## src/core/i2sr_pkg.sv

```systemverilog
// Constants shared by the status, clock, data and own-address block.
package i2sr_pkg;
   // ==========================================================
   // Register indices; byte address is four times the index.
   // ==========================================================
   localparam logic [7:0] IDX_STATUS_PRIMARY = 8'h5e;
   localparam logic [7:0] IDX_STATUS_ERRORS  = 8'h5d;
   localparam logic [7:0] IDX_BUS_CLOCK_CTRL = 8'h5c;
   localparam logic [7:0] IDX_OWN_SLAVE_ADDR = 8'h5b;
   localparam logic [7:0] IDX_BYTE_BUFFER    = 8'h59;

   // ==========================================================
   // Field positions of status_primary.
   // ==========================================================
   localparam int SP_EVENT   = 7;
   localparam int SP_DIR     = 5;
   localparam int SP_BUSY    = 4;
   localparam int SP_BYTE    = 3;
   localparam int SP_ADDR    = 2;
   localparam int SP_MASTER  = 1;
   localparam int SP_START   = 0;

   // ==========================================================
   // Field positions of status_errors.
   // ==========================================================
   localparam int SE_ACKFAIL = 4;
   localparam int SE_STOP    = 3;
   localparam int SE_ARB     = 2;
   localparam int SE_BUSERR  = 1;
   localparam int SE_GCALL   = 0;

   // ==========================================================
   // Clock control and address fields, reset values.
   // ==========================================================
   localparam int         CC_SPEED_BIT    = 7;
   localparam logic [7:0] CC_DIV_OFFSET   = 8'h02;
   localparam logic [7:0] ADDR_IGNORED    = 8'h01;
   localparam logic [7:0] ADDR_GENERAL    = 8'h00;
   localparam logic [7:0] RESET_REG       = 8'h00;
   localparam logic [1:0] HTRANS_NONSEQ   = 2'h2;
   localparam logic       HRESP_OKAY      = 1'h0;
endpackage : i2sr_pkg

```

## src/core/i2sr_status_regs.sv

```systemverilog
// Status flags, bus clock divider, byte buffer and own address behind AHB-Lite.
//
// Implementation choices: the register addresses and the AHB-Lite interface to the registers.
`timescale 1ns/1ps
module i2sr_status_regs (
   input  wire logic        mclk,
   input  wire logic        reset,
   // AHB-Lite slave.
   input  wire logic        hsel,
   input  wire logic [31:0] haddr,
   input  wire logic [1:0]  htrans,
   input  wire logic        hwrite,
   input  wire logic [2:0]  hsize,
   input  wire logic [31:0] hwdata,
   input  wire logic        hready,
   output logic             hreadyout,
   output logic             hresp,
   output logic [31:0]      hrdata,
   // Control register bits and strobes.
   input  wire logic        peripheralEnable,
   input  wire logic        generalCallEnable,
   input  wire logic        interruptEnable,
   input  wire logic        ackEnable,
   input  wire logic        startRequest,
   input  wire logic        controlWrite,
   // Events from the transfer sequencer and bus condition detector.
   input  wire logic        startDetected,
   input  wire logic        stopDetected,
   input  wire logic        startSent,
   input  wire logic        addressComplete,
   input  wire logic        byteSent,
   input  wire logic        byteReceived,
   input  wire logic [7:0]  receivedByte,
   input  wire logic        addressReceived,
   input  wire logic [7:0]  addressByte,
   input  wire logic        ackMissing,
   input  wire logic        arbitrationLost,
   input  wire logic        misplacedCondition,
   input  wire logic        transmitterMode,
   // Outputs to the sequencer and the system.
   output logic             sclHoldLow,
   output logic             busClock,
   output logic             addressAck,
   output logic             txStart,
   output logic [7:0]       txByte,
   output logic             rxNext,
   output logic             irq
);

   // ==========================================================
   // Helpers.
   // ==========================================================
   function automatic logic regHit(input logic [31:0] addr, input logic [7:0] idx);
      regHit = (addr[31:10] == 22'h0) && (addr[9:2] == idx);
   endfunction

   // ==========================================================
   // Bus slave.
   // ==========================================================
   logic       accept;
   logic       wrPend;
   logic [7:0] wrIdx;
   logic       readPrimary;
   logic       readErrors;
   logic       readBuffer;
   logic       writeBuffer;
   logic       writeClock;
   logic       writeAddress;
   logic       primaryArmed;

   logic       summaryEventFlag;
   logic       directionFlag;
   logic       busBusy;
   logic       byteDoneFlag;
   logic       addressMatchFlag;
   logic       masterSelectFlag;
   logic       startSentFlag;
   logic       addrCompletePending;
   logic       ackFailureFlag;
   logic       stopSeenFlag;
   logic       arbitrationLostFlag;
   logic       busErrorFlag;
   logic       generalCallFlag;
   logic [7:0] busClockControl;
   logic [7:0] byteBuffer;
   logic [7:0] ownSlaveAddress;
   logic [7:0] statusPrimary;
   logic [7:0] statusErrors;
   logic       ownMatch;
   logic       generalMatch;
   logic       pe;

   assign pe        = peripheralEnable;
   assign hreadyout = 1'b1;
   assign hresp     = i2sr_pkg::HRESP_OKAY;
   assign accept    = hsel && hready && (htrans == i2sr_pkg::HTRANS_NONSEQ);

   // Read side effects happen when the read address is taken.
   assign readPrimary  = accept && !hwrite && regHit(haddr, i2sr_pkg::IDX_STATUS_PRIMARY);
   assign readErrors   = accept && !hwrite && regHit(haddr, i2sr_pkg::IDX_STATUS_ERRORS);
   assign readBuffer   = accept && !hwrite && regHit(haddr, i2sr_pkg::IDX_BYTE_BUFFER);
   assign writeBuffer  = wrPend && (wrIdx == i2sr_pkg::IDX_BYTE_BUFFER);
   assign writeClock   = wrPend && (wrIdx == i2sr_pkg::IDX_BUS_CLOCK_CTRL);
   assign writeAddress = wrPend && (wrIdx == i2sr_pkg::IDX_OWN_SLAVE_ADDR);

   always_ff @(posedge mclk) begin
      if (reset) begin
         wrPend <= 1'b0;
         wrIdx  <= 8'h00;
      end else begin
         wrPend <= accept && hwrite && (haddr[31:10] == 22'h0);
         wrIdx  <= haddr[9:2];
      end
   end

   always_ff @(posedge mclk) begin
      if (reset) begin
         hrdata <= 32'h0000_0000;
      end else if (accept && !hwrite) begin
         if (regHit(haddr, i2sr_pkg::IDX_STATUS_PRIMARY)) begin
            hrdata <= {24'h00_0000, statusPrimary};
         end else if (regHit(haddr, i2sr_pkg::IDX_STATUS_ERRORS)) begin
            hrdata <= {24'h00_0000, statusErrors};
         end else if (regHit(haddr, i2sr_pkg::IDX_BUS_CLOCK_CTRL)) begin
            hrdata <= {24'h00_0000, busClockControl};
         end else if (regHit(haddr, i2sr_pkg::IDX_OWN_SLAVE_ADDR)) begin
            hrdata <= {24'h00_0000, ownSlaveAddress};
         end else if (regHit(haddr, i2sr_pkg::IDX_BYTE_BUFFER)) begin
            hrdata <= {24'h00_0000, byteBuffer};
         end else begin
            hrdata <= 32'h0000_0000;
         end
      end
   end

   // A primary status read arms the clear; the following data or control access consumes it.
   always_ff @(posedge mclk) begin
      if (reset || !pe) begin
         primaryArmed <= 1'b0;
      end else if (readPrimary) begin
         primaryArmed <= 1'b1;
      end else if (readBuffer || writeBuffer || controlWrite) begin
         primaryArmed <= 1'b0;
      end
   end

   // ==========================================================
   // Status composition.
   // ==========================================================
   assign summaryEventFlag = byteDoneFlag | addressMatchFlag | startSentFlag
                           | addrCompletePending | ackFailureFlag | stopSeenFlag
                           | arbitrationLostFlag | busErrorFlag;

   always_comb begin
      statusPrimary                          = i2sr_pkg::RESET_REG;
      statusPrimary[i2sr_pkg::SP_EVENT]      = summaryEventFlag;
      statusPrimary[i2sr_pkg::SP_DIR]        = directionFlag;
      statusPrimary[i2sr_pkg::SP_BUSY]       = busBusy;
      statusPrimary[i2sr_pkg::SP_BYTE]       = byteDoneFlag;
      statusPrimary[i2sr_pkg::SP_ADDR]       = addressMatchFlag;
      statusPrimary[i2sr_pkg::SP_MASTER]     = masterSelectFlag;
      statusPrimary[i2sr_pkg::SP_START]      = startSentFlag;
      statusErrors                           = i2sr_pkg::RESET_REG;
      statusErrors[i2sr_pkg::SE_ACKFAIL]     = ackFailureFlag;
      statusErrors[i2sr_pkg::SE_STOP]        = stopSeenFlag;
      statusErrors[i2sr_pkg::SE_ARB]         = arbitrationLostFlag;
      statusErrors[i2sr_pkg::SE_BUSERR]      = busErrorFlag;
      statusErrors[i2sr_pkg::SE_GCALL]       = generalCallFlag;
   end

   // ==========================================================
   // Event flags. Every set wins over a clear in the same cycle.
   // ==========================================================
   always_ff @(posedge mclk) begin
      if (reset) begin
         busBusy <= 1'b0;
      end else if (startDetected) begin
         busBusy <= 1'b1;
      end else if (stopDetected) begin
         busBusy <= 1'b0;
      end
   end

   always_ff @(posedge mclk) begin
      if (reset || !pe) begin
         byteDoneFlag  <= 1'b0;
         directionFlag <= 1'b0;
      end else if (byteSent) begin
         byteDoneFlag  <= 1'b1;
         directionFlag <= 1'b1;
      end else if (byteReceived) begin
         byteDoneFlag  <= 1'b1;
         directionFlag <= 1'b0;
      end else if (primaryArmed && ((directionFlag && writeBuffer)
                                 || (!directionFlag && readBuffer))) begin
         byteDoneFlag  <= 1'b0;
         directionFlag <= 1'b0;
      end else if (stopDetected || arbitrationLost) begin
         directionFlag <= 1'b0;
      end
   end

   // Address 01h is never matched; the general call needs its enable.
   assign generalMatch = generalCallEnable && (addressByte == i2sr_pkg::ADDR_GENERAL);
   assign ownMatch     = (addressByte[7:1] == ownSlaveAddress[7:1])
                       && (addressByte != i2sr_pkg::ADDR_IGNORED);

   always_ff @(posedge mclk) begin
      if (reset || !pe) begin
         addressMatchFlag <= 1'b0;
         generalCallFlag  <= 1'b0;
         addressAck       <= 1'b0;
      end else begin
         addressAck <= addressReceived && !masterSelectFlag && ackEnable
                     && (ownMatch || generalMatch);
         if (addressReceived && !masterSelectFlag && ackEnable && (ownMatch || generalMatch)) begin
            addressMatchFlag <= 1'b1;
         end else if (readPrimary) begin
            addressMatchFlag <= 1'b0;
         end
         if (addressReceived && !masterSelectFlag && generalMatch) begin
            generalCallFlag <= 1'b1;
         end else if (stopDetected) begin
            generalCallFlag <= 1'b0;
         end
      end
   end

   always_ff @(posedge mclk) begin
      if (reset || !pe) begin
         masterSelectFlag <= 1'b0;
      end else if (startRequest) begin
         masterSelectFlag <= 1'b1;
      end else if (stopDetected || arbitrationLost) begin
         masterSelectFlag <= 1'b0;
      end
   end

   always_ff @(posedge mclk) begin
      if (reset || !pe) begin
         startSentFlag       <= 1'b0;
         addrCompletePending <= 1'b0;
      end else begin
         if (startSent) begin
            startSentFlag <= 1'b1;
         end else if (primaryArmed && writeBuffer) begin
            startSentFlag <= 1'b0;
         end
         if (addressComplete && masterSelectFlag) begin
            addrCompletePending <= 1'b1;
         end else if (primaryArmed && controlWrite) begin
            addrCompletePending <= 1'b0;
         end
      end
   end

   // Error flags clear on a read of the error status register.
   always_ff @(posedge mclk) begin
      if (reset || !pe) begin
         ackFailureFlag      <= 1'b0;
         stopSeenFlag        <= 1'b0;
         arbitrationLostFlag <= 1'b0;
         busErrorFlag        <= 1'b0;
      end else begin
         ackFailureFlag      <= ackMissing || (ackFailureFlag && !readErrors);
         stopSeenFlag        <= (stopDetected && ackEnable && !masterSelectFlag)
                              || (stopSeenFlag && !readErrors);
         arbitrationLostFlag <= arbitrationLost || (arbitrationLostFlag && !readErrors);
         busErrorFlag        <= misplacedCondition || (busErrorFlag && !readErrors);
      end
   end

   // Error flags deliberately do not hold the clock: software must free the lines.
   assign sclHoldLow = byteDoneFlag | addressMatchFlag | startSentFlag
                     | addrCompletePending;
   assign irq        = summaryEventFlag && interruptEnable && pe;

   // ==========================================================
   // Software registers; none is touched by disable.
   // ==========================================================
   always_ff @(posedge mclk) begin
      if (reset) begin
         busClockControl <= i2sr_pkg::RESET_REG;
         ownSlaveAddress <= i2sr_pkg::RESET_REG;
      end else begin
         if (writeClock) begin
            busClockControl <= hwdata[7:0];
         end
         if (writeAddress) begin
            ownSlaveAddress <= hwdata[7:0];
         end
      end
   end

   always_ff @(posedge mclk) begin
      if (reset) begin
         byteBuffer <= i2sr_pkg::RESET_REG;
         txStart    <= 1'b0;
         txByte     <= 8'h00;
         rxNext     <= 1'b0;
      end else begin
         if (writeBuffer) begin
            byteBuffer <= hwdata[7:0];
         end else if (byteReceived) begin
            byteBuffer <= receivedByte;
         end
         txStart <= writeBuffer && transmitterMode && pe;
         if (writeBuffer) begin
            txByte <= hwdata[7:0];
         end
         rxNext <= readBuffer && !transmitterMode && pe;
      end
   end

   // ==========================================================
   // Bus clock divider: high then low phase of (divider+2) each in
   // standard mode, low phase doubled in fast mode.
   // ==========================================================
   logic [8:0] divCount;
   logic [8:0] halfLen;
   logic [8:0] phaseLen;

   assign halfLen  = {2'b00, busClockControl[6:0]} + {1'b0, i2sr_pkg::CC_DIV_OFFSET};
   assign phaseLen = (busClockControl[i2sr_pkg::CC_SPEED_BIT] && !busClock)
                   ? {halfLen[7:0], 1'b0} : halfLen;

   always_ff @(posedge mclk) begin
      if (reset || !pe) begin
         divCount <= 9'h000;
         busClock <= 1'b1;
      end else if (divCount >= phaseLen - 9'h001) begin
         divCount <= 9'h000;
         busClock <= !busClock;
      end else begin
         divCount <= divCount + 9'h001;
      end
   end

   // ==========================================================
   // Checks.
   // ==========================================================
   summary_event_a: assert property (@(posedge mclk) disable iff (reset)
      (pe && (byteSent || startSent || ackMissing)) |=> summaryEventFlag)
      else $error("summary event flag not raised by an event");

   error_clear_a: assert property (@(posedge mclk) disable iff (reset)
      (ackFailureFlag && readErrors && !ackMissing) |=> !ackFailureFlag)
      else $error("ack failure not cleared by error status read");

   busy_track_a: assert property (@(posedge mclk) disable iff (reset)
      startDetected |=> busBusy)
      else $error("bus busy not set by start");

   tx_done_clear_a: assert property (@(posedge mclk) disable iff (reset)
      (pe && byteDoneFlag && directionFlag && primaryArmed && writeBuffer
       && !byteSent && !byteReceived) |=> !byteDoneFlag && !directionFlag)
      else $error("transmit byte-done not cleared by data write");

   start_sent_a: assert property (@(posedge mclk) disable iff (reset)
      (pe && startSent) |=> startSentFlag ##0 sclHoldLow)
      else $error("start sent flag or clock hold missing");

   disable_clear_a: assert property (@(posedge mclk) disable iff (reset)
      !pe |=> !summaryEventFlag && !masterSelectFlag && !generalCallFlag)
      else $error("flags not cleared while disabled");

   address_ignore_a: assert property (@(posedge mclk) disable iff (reset)
      (addressReceived && addressByte == i2sr_pkg::ADDR_IGNORED) |=> !addressAck)
      else $error("address 01h was matched");

   tx_launch_a: assert property (@(posedge mclk) disable iff (reset)
      (writeBuffer && transmitterMode && pe) |=> txStart && (txByte == $past(hwdata[7:0])))
      else $error("data write did not launch transmission");

   irq_gate_a: assert property (@(posedge mclk) disable iff (reset)
      irq |-> summaryEventFlag && interruptEnable)
      else $error("interrupt without enabled event");

   arb_slave_a: assert property (@(posedge mclk) disable iff (reset)
      (pe && arbitrationLost && !startRequest) |=> !masterSelectFlag && arbitrationLostFlag)
      else $error("arbitration loss did not return to slave");

endmodule // i2sr_status_regs

```

## config.mk

```make
export PLATFORM = sky130hd
export DESIGN_NAME = i2sr_status_regs
export DESIGN_NICKNAME = d
export VERILOG_FILES = /design/src/core/i2sr_pkg.sv /design/src/core/i2sr_status_regs.sv
export SDC_FILE = /design/constraint.sdc
export NUM_CORES = 1
export LEC_CHECK = 0
export CORE_MARGIN = 10
export CORE_UTILIZATION = 45
export DETAILED_ROUTE_END_ITERATION = 7
export DONT_BUFFER_PORTS = 1
export PLACE_DENSITY = 0.65
export SLEW_MARGIN = 5
export SYNTH_ARGS = -nofsm -noshare
export SYNTH_HDL_FRONTEND = slang
export SYNTH_SLANG_ARGS = --single-unit
export TNS_END_PERCENT = 100
```

## constraint.sdc

```tcl
create_clock -name mclk -period 4.2 [get_ports mclk]
set_input_delay 0.42 -clock mclk [delete_from_list [all_inputs] [get_ports mclk]]
set_output_delay 0.42 -clock mclk [all_outputs]
set_load 0.01 [all_outputs]
```

==> results of run 1 <==
kinds of logic after synthesis:
logic type	Yosys count	synth area share (%)
XOR/XNOR	27	5.82
flip-flops	75	37.0
adder cells (fa/ha/maj)	13	4.01
other	2	0.185
multiplexers	25	6.41
AND/OR/NAND/NOR	194	24.6
buffers and inverters	58	8.01
AO/OA/AOI/OAI	89	14.0
metal layers:
| layer | global-route usage [%] | vias up | wire length (um) |
|---|---|---|---|
| li1 | - | 1626 | - |
| met1 | 19.6 | 1538 | 4640 |
| met2 | 24.1 | 102 | 4890 |
| met3 | 6.98 | 23 | 1150 |
| met4 | 7.34 | 0 | 284 |
| met5 | 0 | - | 0 |
worst max path at each step:
stage                  startpoint     endpoint  slack (ns)  depth (start not counted)
2_1_floorplan            busClock  divCount[2]        0.69                         16
3_3_place_gp   busClockControl[1]  divCount[8]        0.52                         14
3_5_place_dp   busClockControl[1]  divCount[8]        0.44                         14
4_1_cts        busClockControl[1]  divCount[8]        0.40                         14
5_1_grt        busClockControl[1]  divCount[6]        0.03                         14
6_report       busClockControl[1]  divCount[2]        0.40                         14
cell usage after synthesis (5+ instances only):
library cell  number  area share, %
a21oi_1           35            4.3
a22oi_1           13            2.4
and2_1             5           0.77
and3_1             5           0.77
buf_2              5           0.62
buf_4             27            5.0
clkbuf_1          14            1.3
dfxtp_1           75             37
ha_1              13            4.0
inv_1             11            1.0
mux2_2             8            2.2
mux2i_1           17            4.2
nand2_1           56            5.2
nand2b_1           6           0.92
nand3_1           14            1.7
nand4_1            7            1.1
nor2_1            51            4.7
nor2b_1           11            1.7
nor3_1            10            1.2
nor4_1             7            1.1
o21ai_0           16            2.0
xnor2_1           10            2.2
xor2_1            17            3.7
worst max-delay path, delay by kind of cell, from the launching register on:
kind	cells	cell delay (ns)
flops	1	0.57
simple gates	5	1.13
fa+ha+maj	2	0.68
mux	1	0.12
compound gates	6	1.25
stage by stage:
step	hold slack [ns]	worst slack [ns]	util, %	std cells
after detailed placement	0.481	0.437	46.1	571
after global placement	0.467	0.523	46.1	571
final	0.137	0.396	48.0	586
after global routing	0.119	0.0274	48.0	586
after floorplan	0.452	0.691	-	507
after CTS	0.122	0.403	48.0	586
state kept, by name, indices dropped and copies added, names as in the netlist, 8 cells and up:
register and cells:
ownSlaveAddress 8, txByte 8, wrIdx 8, divCount 9, byteBuffer 8, hrdata 8
busClockControl 8
report_power, final:
group | switching, mW | total [mW] | internal (mW)
sequential | 0.0141 | 0.740 | 0.725
combinational | 0.0461 | 0.0810 | 0.0350
clock | 0.265 | 0.474 | 0.209
layout make-up:
cell class | count | area share (%)
Tap cell | 108 | 3.22
Clock inverter | 5 | 0.744
Multi-Input combinational cell | 374 | 55.8
Inverter | 11 | 0.982
Sequential cell | 75 | 35.7
Clock buffer | 10 | 3.04
Timing Repair Buffer | 3 | 0.536
==> out/qor.yml, run 1 <==
dieArea_sq_mm: 0.0132
clock_path_buffers: 2
r2r_slack_ns: 0.40
fill_cells: 899
num_antenna_cells: 0
drtPass1Iterations: 4
root_buffer: "clkbuf_8"
cp_slowest_cell: "dfxtp_1"
leakagePower_nw: 1.52
yosys.cell_types.count: 55
clk_latency_ns: 0.35
grt-ovfl-total: 0
hp-class: "input port to flop"
cts_setup_buffers: 0
critPathMaxStageDelay_ns: 0.57
start_util_pct: 46.3
holdBufCountCts: 0
cp_max_fo: 12
status: "completed"
ys_seq_area_share_pct: 37.0
critical_path_class: "flop to flop"
ir_drop_mv: 0.152
finalMaxSlewViolations: 0
dpl_cell_area_sq_mm: 0.00404
multi_input_area_sq_mm: 0.00234
ios: 155
stdcell_area_sq_mm: 0.00420
rsz0062_at_grt: "false"
synth_edf_count: 0
clock_skew_ns: 0.00921
period_share_pct: 90.6
dr_total_vias: 3289
drv_cap: 0
p_total_mw: 1.29
yosysWarnings: 0
hold_viol_final: 0
worst_setup_path_start_kind: "flop"
cts_resized: 0
ys_ff_latch: 75
max_freq_mhz: 263
min-delay-start: "transmitterMode"
clk_pin_slew_worst_paths_ns: 0.08
grt_pass1_wl_um: 17100
drc: 0
hpwl_um: 8900
slew_headroom_pct: 21.2
synth_area_sq_mm: 0.00406
tns_ns: 0
dr.first_iter.drc_count: 164
area_growth_pct: 3.48
synthFlopType: "dfxtp_1"
synth.avg_cell_area_sq_um: 8.41
tightest_slew_ns: 1.18
clock-sinks: 75
drt_wl_total_um: 11000
final_common_cell: "dfxtp_1"
syn_inst: 483
drive_above_1_share_pct: 7.74
critPathRequiredTime_ns: 4.49
grt_pass1_vias: 3249
vias_per_cell: 5.61
dieHeight_um: 115
power_density_mw_per_mm2: 308
antenna_found_initial: 0
cts_tree: "done"
critical_path.endpoint_type: "flop"
core_area_sq_mm: 0.00876
gp_congestion: 0.877
antenna_left: 0
period_minus_slack_ns: 3.80
cts_buffers: 9
setup_viol: 0
ff2ff_path_depth: 14
grt_usage_pct: 16.1
hold_path_end: "rxNext"
r2r_start: "busClockControl[1]"
grt_max_degree: 48
seq_area_sq_mm: 0.00150
h-tree-depth: 3
drt-wirelength-per-cell_um: 18.7
async_reset_ff_share_pct: 0
holdPathStages: 1
reg2reg_to: "divCount[2]"
port_buffers: 0
row_count: 34
cp.arrival_ns: 4.10
path_cells: "ha_1, nor3b_1, mux2i_1, a211oi_1, a31oi_1, a31oi_1, o211ai_1, ha_1, nand3_1, o22ai_1, o21a_1, nor3_1, nand2_1, nor2_1"
layout.nets: 594
fp.dieW_um: 115
final_cell_mix: "75 x dfxtp_1, 56 x nand2_1, 51 x nor2_1, 35 x a21oi_1, 26 x conb_1"
Note: power is estimated with default switching activity, not from simulation.
==> run 2, diff against run 1 <==
- ABC_AREA: default -> 1
- CORE_ASPECT_RATIO: default -> 0.9
==> run 2 against run 1 <==
Effect of this change: utilization up 0.85 points; register-to-register slack better by 0.45 ns; sequential share of layout area down 2.2 points; critical path type unchanged; largest power group unchanged.
==> out/qor.yml, run 2 <==
pwr-share-comb_pct: 5.4  # was 6.3%
synth_top_area_cell: "dfxtp_1"  # unchanged
grt_usage_pct: 16.1  # about the same
h-tree-depth: 3  # unchanged
drv_cap: 0  # unchanged
critical_path_class: "flop to flop"  # unchanged
setup_viol: 0  # unchanged
yosys-top-cells-count: "109 x nand2_1, 88 x nor2_1, 75 x dfxtp_1, 65 x inv_1, 53 x a21oi_1"  # was 75 x dfxtp_1, 56 x nand2_1, 51 x nor2_1, 35 x a21oi_1, 27 x buf_4
place_ws_ns: 0.888  # was 0.437 ns
ys_seq_area_share_pct: 35.4  # was 37.0%
slew_headroom_pct: 16.6  # was 21.2%
synthFlopType: "dfxtp_1"  # unchanged
ios: 155  # unchanged
r2r_start: "busClock"  # was busClockControl[1]
critPathMaxStageDelay_ns: 0.39  # was 0.57 ns
fin_cells: 741  # was 586
cp_max_fo: 15  # was 12
finalMaxSlewViolations: 0  # unchanged
final_cell_mix: "109 x nand2_1, 88 x nor2_1, 75 x dfxtp_1, 65 x inv_1, 53 x a21oi_1"  # was 75 x dfxtp_1, 56 x nand2_1, 51 x nor2_1, 35 x a21oi_1, 26 x conb_1
tns_ns: 0  # unchanged
regMostFlops: "divCount"  # unchanged
worst_setup_path_start_kind: "flop"  # unchanged
min-delay-start: "transmitterMode"  # unchanged
cts_setup_buffers: 0  # unchanged
max_freq_mhz: 298  # was 263 MHz
switching_share_pct: 22.2  # was 25.1%
drtPass1Iterations: 6  # was 4
grt_pass1_vias: 3547  # was 3249
critPathRequiredTime_ns: 4.49  # about the same
antenna_left: 0  # unchanged
clk_pin_slew_worst_paths_ns: 0.08  # about the same
synth_compound_area_share_pct: 13.4  # was 14.0%
power.switching_mw: 0.335  # was 0.325 mW
synth_xor_area_share_pct: 4.33  # was 5.82%
yosysMostFrequentCell: "nand2_1"  # was dfxtp_1
period_minus_slack_ns: 3.36  # was 3.80 ns
core_area_sq_mm: 0.00917  # was 0.00876 sq mm
synth_edf_count: 0  # unchanged
antenna_found_initial: 0  # unchanged
dr_total_vias: 3827  # was 3289
power_frac_seq_pct: 48.9  # was 57.1%
power_density_mw_per_mm2: 338  # was 308 mW/mm^2
cp_common_cell: "nand2_1"
synth.avg_cell_area_sq_um: 6.84  # was 8.41 sq um
leakagePower_nw: 1.86  # was 1.52 nW
syn_inst: 621  # was 483
start_util_pct: 46.3  # about the same
ir_drop_mv: 0.183  # was 0.152 mV
drt_wl_total_um: 11500  # was 11000 um
synthSimpleGateAreaFrac_pct: 30.5  # was 24.6%
power.internal_mw: 1.18  # was 0.969 mW
area_growth_pct: 5.39  # was 3.48%
grt-ovfl-total: 0  # unchanged
port_buffers: 0  # unchanged
clock-sinks: 75  # unchanged
cp_top_family: "simple AND/OR/NAND/NOR gates"  # was compound AO/OA/AOI/OAI gates
row_count: 33  # was 34
synth_area_sq_mm: 0.00425  # was 0.00406 sq mm
clk_latency_ns: 0.35  # about the same
synth_area_leaders: "dfxtp_1 35%, nand2_1 9.6%, nor2_1 7.8%, a21oi_1 6.2%, inv_1 5.7%"  # was dfxtp_1 37%, nand2_1 5.2%, buf_4 5.0%, nor2_1 4.7%, a21oi_1 4.3%
final_common_cell: "nand2_1"  # was dfxtp_1
ys_ff_latch: 75  # unchanged
hpwl_um: 9190  # was 8900 um
dr.first_iter.drc_count: 325  # was 164
vias_per_cell: 5.16  # was 5.61
status: "completed"  # unchanged
reg2reg_to: "divCount[4]"  # was divCount[2]
yosys.cell_types.count: 38  # was 55
holdBufCountCts: 0  # unchanged
path_cells: "inv_1, nand2_1, nand2_1, ha_1, o21ai_1, nand2_1, nand2_1, nor2_2, nand3_1, nand2_1, ha_1, a21oi_1, o21ai_0, a21oi_1, nand3_1, nor2_1, nand2_1, a21oi_1"  # was ha_1, nor3b_1, mux2i_1, a211oi_1, a31oi_1, a31oi_1, o211ai_1, ha_1, nand3_1, o22ai_1, o21a_1, nor3_1, nand2_1, nor2_1
synthMuxAreaShare_pct: 0  # was 6.41%
hp-class: "input port to flop"  # unchanged
cts_buffers: 9  # unchanged
grt_max_degree: 33  # was 48
cts_tree: "done"  # unchanged
gp_congestion: 0.903  # was 0.877
setup_ws_ns: 0.844  # was 0.396 ns
fp.dieW_um: 122  # was 115 um
cp_num_buf_inv: 1  # was 0
grt_pass1_wl_um: 17700  # was 17100 um
dieArea_sq_mm: 0.0137  # was 0.0132 sq mm
holdPathStages: 1  # unchanged
hold_viol_final: 0  # unchanged
rsz0062_at_grt: "false"  # unchanged
ff2ff_path_depth: 18  # was 14
clock_path_buffers: 2  # unchanged
tightest_slew_ns: 1.24  # was 1.18 ns
hold_path_end: "rxNext"  # unchanged
cts_resized: 0  # unchanged
synth_top_family_by_area: "simple AND/OR/NAND/NOR gates"  # unchanged
async_reset_ff_share_pct: 0  # unchanged
synth_top_area_share_pct: 35.4  # was 37.0%
postLayoutCoreUtil_pct: 48.8  # was 48.0%
num_antenna_cells: 0  # unchanged
critical_path.endpoint_type: "flop"  # unchanged
r2r_slack_ns: 0.84  # was 0.40 ns
drc: 0  # unchanged
cp.arrival_ns: 3.64  # was 4.10 ns
clock_skew_ns: 0.00776  # was 0.00921 ns
cp_slowest_cell: "dfxtp_1"  # unchanged
synthAdderAreaFrac_pct: 3.83  # was 4.00%
period_share_pct: 79.9  # was 90.6%
clock_power_share_pct: 45.8  # was 36.6%
layout.nets: 735  # was 594
root_buffer: "clkbuf_8"  # unchanged
largest_reg_flops: 9  # unchanged
dieHeight_um: 112  # was 115 um
yosysWarnings: 0  # unchanged
drt-wirelength-per-cell_um: 15.5  # was 18.7 um
drive_above_1_share_pct: 5.65  # was 7.74%
dpl.cell_count: 726  # was 571
-- run 2: cell count changes in the layout (fill, tap and decap cells not counted), sizes merged, moves of 17 or more --
cell	delta
inv	+58
a21oi	+17
mux2i	-17
nand2	+56
o21ai	+23
nand3	+29
nor2	+44
-- run 2: kinds of logic after synthesis --
logic type | count (synthesis)
AOI/OAI and AO/OA | 107
xor gates and xnor gates | 21
adders and majority gates | 13
buffers and inverters | 111
DFF | 75
other | 2
and+or+nand+nor | 292
-- run 2: how the worst max path moves through the flow --
stage / from / to / slack, ns / cells past startpoint
floorplan: busClock / divCount[4] / 1.39 / 19
global placement: busClock / divCount[4] / 1.01 / 18
detailed placement: busClock / divCount[4] / 0.89 / 18
CTS: busClock / divCount[4] / 0.83 / 18
global route: busClock / divCount[4] / 0.53 / 19
finish: busClock / divCount[4] / 0.84 / 18
-- run 2: layout make-up --
class                           count  area [sq um]
Sequential cell                    75          1500
Inverter                           70           263
Multi-Input combinational cell    459          2310
Tap cell                          122           153
Clock buffer                       11           151
Clock inverter                      4          97.6
Fill cell                         927          4690
-- run 2: through the flow --
step	area (sq um)	power [mW]	hold slack [ns]
after floorplan	4340	0.840	0.430
after global placement	4230	0.831	0.447
after detailed placement	4230	0.833	0.464
after CTS	4470	1.52	0.119
after global routing	4470	1.56	0.121
final	4470	1.51	0.139
-- run 2: worst register-to-register path: stages (launching register included) --
cell	delay (ns)
dfxtp_1	0.39
inv_1	0.10
nand2_1	0.37
nand2_1	0.16
ha_1	0.24
o21ai_1	0.21
nand2_1	0.12
nand2_1	0.09
nor2_2	0.04
nand3_1	0.06
nand2_1	0.06
ha_1	0.30
a21oi_1	0.15
o21ai_0	0.10
a21oi_1	0.12
nand3_1	0.29
nor2_1	0.28
nand2_1	0.08
a21oi_1	0.12
-- run 2: routing by layer --
metal,GRT usage [%],part of all wire [%]
met5,0,0
met4,5.10,1.7
met3,6.81,11
met2,24.3,43
met1,20.2,44
-- run 2: power groups by stage --
stage	Combinational (mW)	Clock (mW)	Sequential [mW]
6_report	0.0810	0.692	0.738
5_1_grt	0.0927	0.723	0.740
4_1_cts	0.0794	0.703	0.738
3_5_place_dp	0.0788	0	0.755
3_3_place_gp	0.0772	0	0.754
2_1_floorplan	0.0897	0	0.751
==> run 3, diff against run 2 <==
- clock period: 4.2 -> 3.1 ns (I/O delays scaled with it)
==> run 3 against run 2 <==
Effect of this change: final area is 0.73% higher; non-clock buffer count is 5 higher; worst setup slack worse by 0.59 ns; die area stayed put; clock skew is 0.00051 ns higher; clock power is 28% higher; critical endpoint is now divCount[1].
==> out/qor.yml, run 3 (synthesized netlist as in run 2, its figures left out) <==
clk_pin_slew_worst_paths_ns: 0.08  # about the same
cts_tree: "done"  # unchanged
tightest_slew_ns: 0.739  # was 1.24 ns
cp_max_fo: 6  # was 15
cts_buffers: 9  # unchanged
r2r_start: "busClockControl[2]"  # was busClock
setup_viol: 0  # unchanged
reg2reg_to: "divCount[1]"  # was divCount[4]
hold_path_end: "wrIdx[4]"  # was rxNext
period_minus_slack_ns: 2.85  # was 3.36 ns
switching_share_pct: 22.6  # was 22.2%
num_antenna_cells: 0  # unchanged
clock-sinks: 75  # unchanged
root_buffer: "clkbuf_8"  # unchanged
drc: 0  # unchanged
fp.dieW_um: 122  # unchanged
r2r_slack_ns: 0.25  # was 0.84 ns
finalMaxSlewViolations: 0  # unchanged
regMostFlops: "divCount"  # unchanged
gp_congestion: 0.895  # was 0.903
drv_cap: 0  # unchanged
largest_reg_flops: 9  # unchanged
multi_input_area_sq_mm: 0.00232  # was 0.00231 sq mm
fill_cells: 919  # was 927
critical_path.endpoint_type: "flop"  # unchanged
start_util_pct: 46.3  # unchanged
port_buffers: 0  # unchanged
dr.first_iter.drc_count: 350  # was 325
power_density_mw_per_mm2: 444  # was 338 mW/mm^2
drtPass1Iterations: 5  # was 6
critPathRequiredTime_ns: 3.37  # was 4.49 ns
grt_pass1_vias: 3550  # was 3547
grt-ovfl-total: 0  # unchanged
ir_drop_mv: 0.211  # was 0.183 mV
leakagePower_nw: 1.89  # was 1.86 nW
cp.arrival_ns: 3.12  # was 3.64 ns
clk_latency_ns: 0.36  # was 0.35 ns
critical_path_class: "flop to flop"  # unchanged
grt_usage_pct: 16.3  # was 16.1%
power_frac_seq_pct: 49.9  # was 48.9%
layout.nets: 740  # was 735
final_cell_mix: "108 x nand2_1, 87 x nor2_1, 74 x dfxtp_1, 65 x inv_1, 53 x a21oi_1"  # was 109 x nand2_1, 88 x nor2_1, 75 x dfxtp_1, 65 x inv_1, 53 x a21oi_1
clock_path_buffers: 2  # unchanged
hpwl_um: 9330  # was 9190 um
pwr-share-comb_pct: 5.8  # was 5.4%
dr_total_vias: 3819  # was 3827
clock_skew_ns: 0.00828  # was 0.00776 ns
final_common_cell: "nand2_1"  # unchanged
ff2ff_path_depth: 17  # was 18
drt_wl_total_um: 11600  # was 11500 um
slew_headroom_pct: 50.6  # was 16.6%
worst_setup_path_start_kind: "flop"  # unchanged
hold_viol_final: 0  # unchanged
ios: 155  # unchanged
grt_pass1_wl_um: 17800  # was 17700 um
dpl_cell_area_sq_mm: 0.00426  # was 0.00423 sq mm
core_area_sq_mm: 0.00917  # unchanged
dieArea_sq_mm: 0.0137  # unchanged
antenna_found_initial: 0  # unchanged
drt-wirelength-per-cell_um: 15.6  # was 15.5 um
tns_ns: 0  # unchanged
power.switching_mw: 0.452  # was 0.335 mW
hp-class: "input port to flop"  # unchanged
clock_power_share_pct: 44.3  # was 45.8%
power.internal_mw: 1.55  # was 1.18 mW
holdPathStages: 1  # unchanged
max_freq_mhz: 351  # was 298 MHz
vias_per_cell: 5.13  # was 5.16
period_share_pct: 91.9  # was 79.9%
row_count: 33  # unchanged
stdcell_area_sq_mm: 0.00451  # was 0.00447 sq mm
rsz0062_at_grt: "false"  # unchanged
seq_area_sq_mm: 0.00150  # about the same
antenna_left: 0  # unchanged
grt_max_degree: 33  # unchanged
dieHeight_um: 112  # unchanged
min-delay-start: "reset"  # was transmitterMode
h-tree-depth: 3  # unchanged
area_growth_pct: 6.16  # was 5.39%
drive_above_1_share_pct: 7.06  # was 5.65%
status: "completed"  # unchanged
[run 3: cell count changes in the layout (fill, tap and decap cells not counted), sizes merged]
cell / change
buf: +5
clkinvlp: -1
clkinv: +2
clkbuf: -2
[run 3: how the worst max path moves through the flow]
| stage | from | to | slack (ns) | cells after the start |
|---|---|---|---|---|
| floorplan | busClock | divCount[4] | 0.29 | 19 |
| global placement | busClock | divCount[4] | 0.37 | 19 |
| detailed placement | busClock | divCount[1] | 0.22 | 18 |
| CTS | busClock | divCount[1] | 0.19 | 18 |
| global route | busClock | divCount[1] | 0.03 | 18 |
| finish | busClockControl[2] | divCount[1] | 0.25 | 17 |
[run 3: routing by layer]
layer	part of all wire [%]	wire, um	track usage (%)
met1	44	5080	20.4
met2	44	5130	25.1
met3	11	1340	7.21
met4	0.60	70	3.77
met5	0	0	0
[run 3: timing repair]
action / CTS / global route
hold buffers: 0 / 0
resized for setup: 0 / 5
buffers inserted: 0 / 0
hold endpoints to repair: 0 / 0
endpoints found under the setup margin: 0 / 7
[run 3: worst max-delay path, stage by stage (launching register included)]
cell     delay (ns)
dfxtp_1        0.39
ha_1           0.27
nand2_1        0.10
o21ai_0        0.17
nor2_1         0.14
o21ai_1        0.09
nand2_1        0.11
nand2_1        0.07
nor2_2         0.10
nand3_1        0.08
nand2_1        0.07
ha_1           0.25
a21oi_1        0.16
o21ai_0        0.11
a21oi_1        0.15
nand3_2        0.13
buf_4          0.19
nor3b_1        0.18
[run 3: through the flow]
step	cells	setup slack [ns]	hold WS (ns)	util [%]	total power [mW]
finish	745	0.250	0.0231	49.2	2.00
global route	745	0.0288	0.00130	49.2	2.07
CTS	745	0.186	0.0102	49.0	2.01
detailed placement	731	0.222	0.387	46.5	1.13
global placement	731	0.366	0.386	46.5	1.13
floorplan	645	0.293	0.389	-	1.14
[run 3: area by class of cell]
cell class,count,area share [%]
Clock buffer,9,2.75
Clock inverter,5,2.30
Inverter,70,5.83
Multi-Input combinational cell,459,51.6
Sequential cell,75,33.3
Tap cell,122,3.39
Timing Repair Buffer,5,0.833
[run 3: power by group through the flow]
stage | logic (mW) | clock network, mW | registers [mW]
detailed placement | 0.112 | 0 | 1.02
global placement | 0.109 | 0 | 1.02
finish | 0.117 | 0.886 | 0.999
global route | 0.133 | 0.932 | 1.00
floorplan | 0.122 | 0 | 1.02
CTS | 0.113 | 0.896 | 0.999
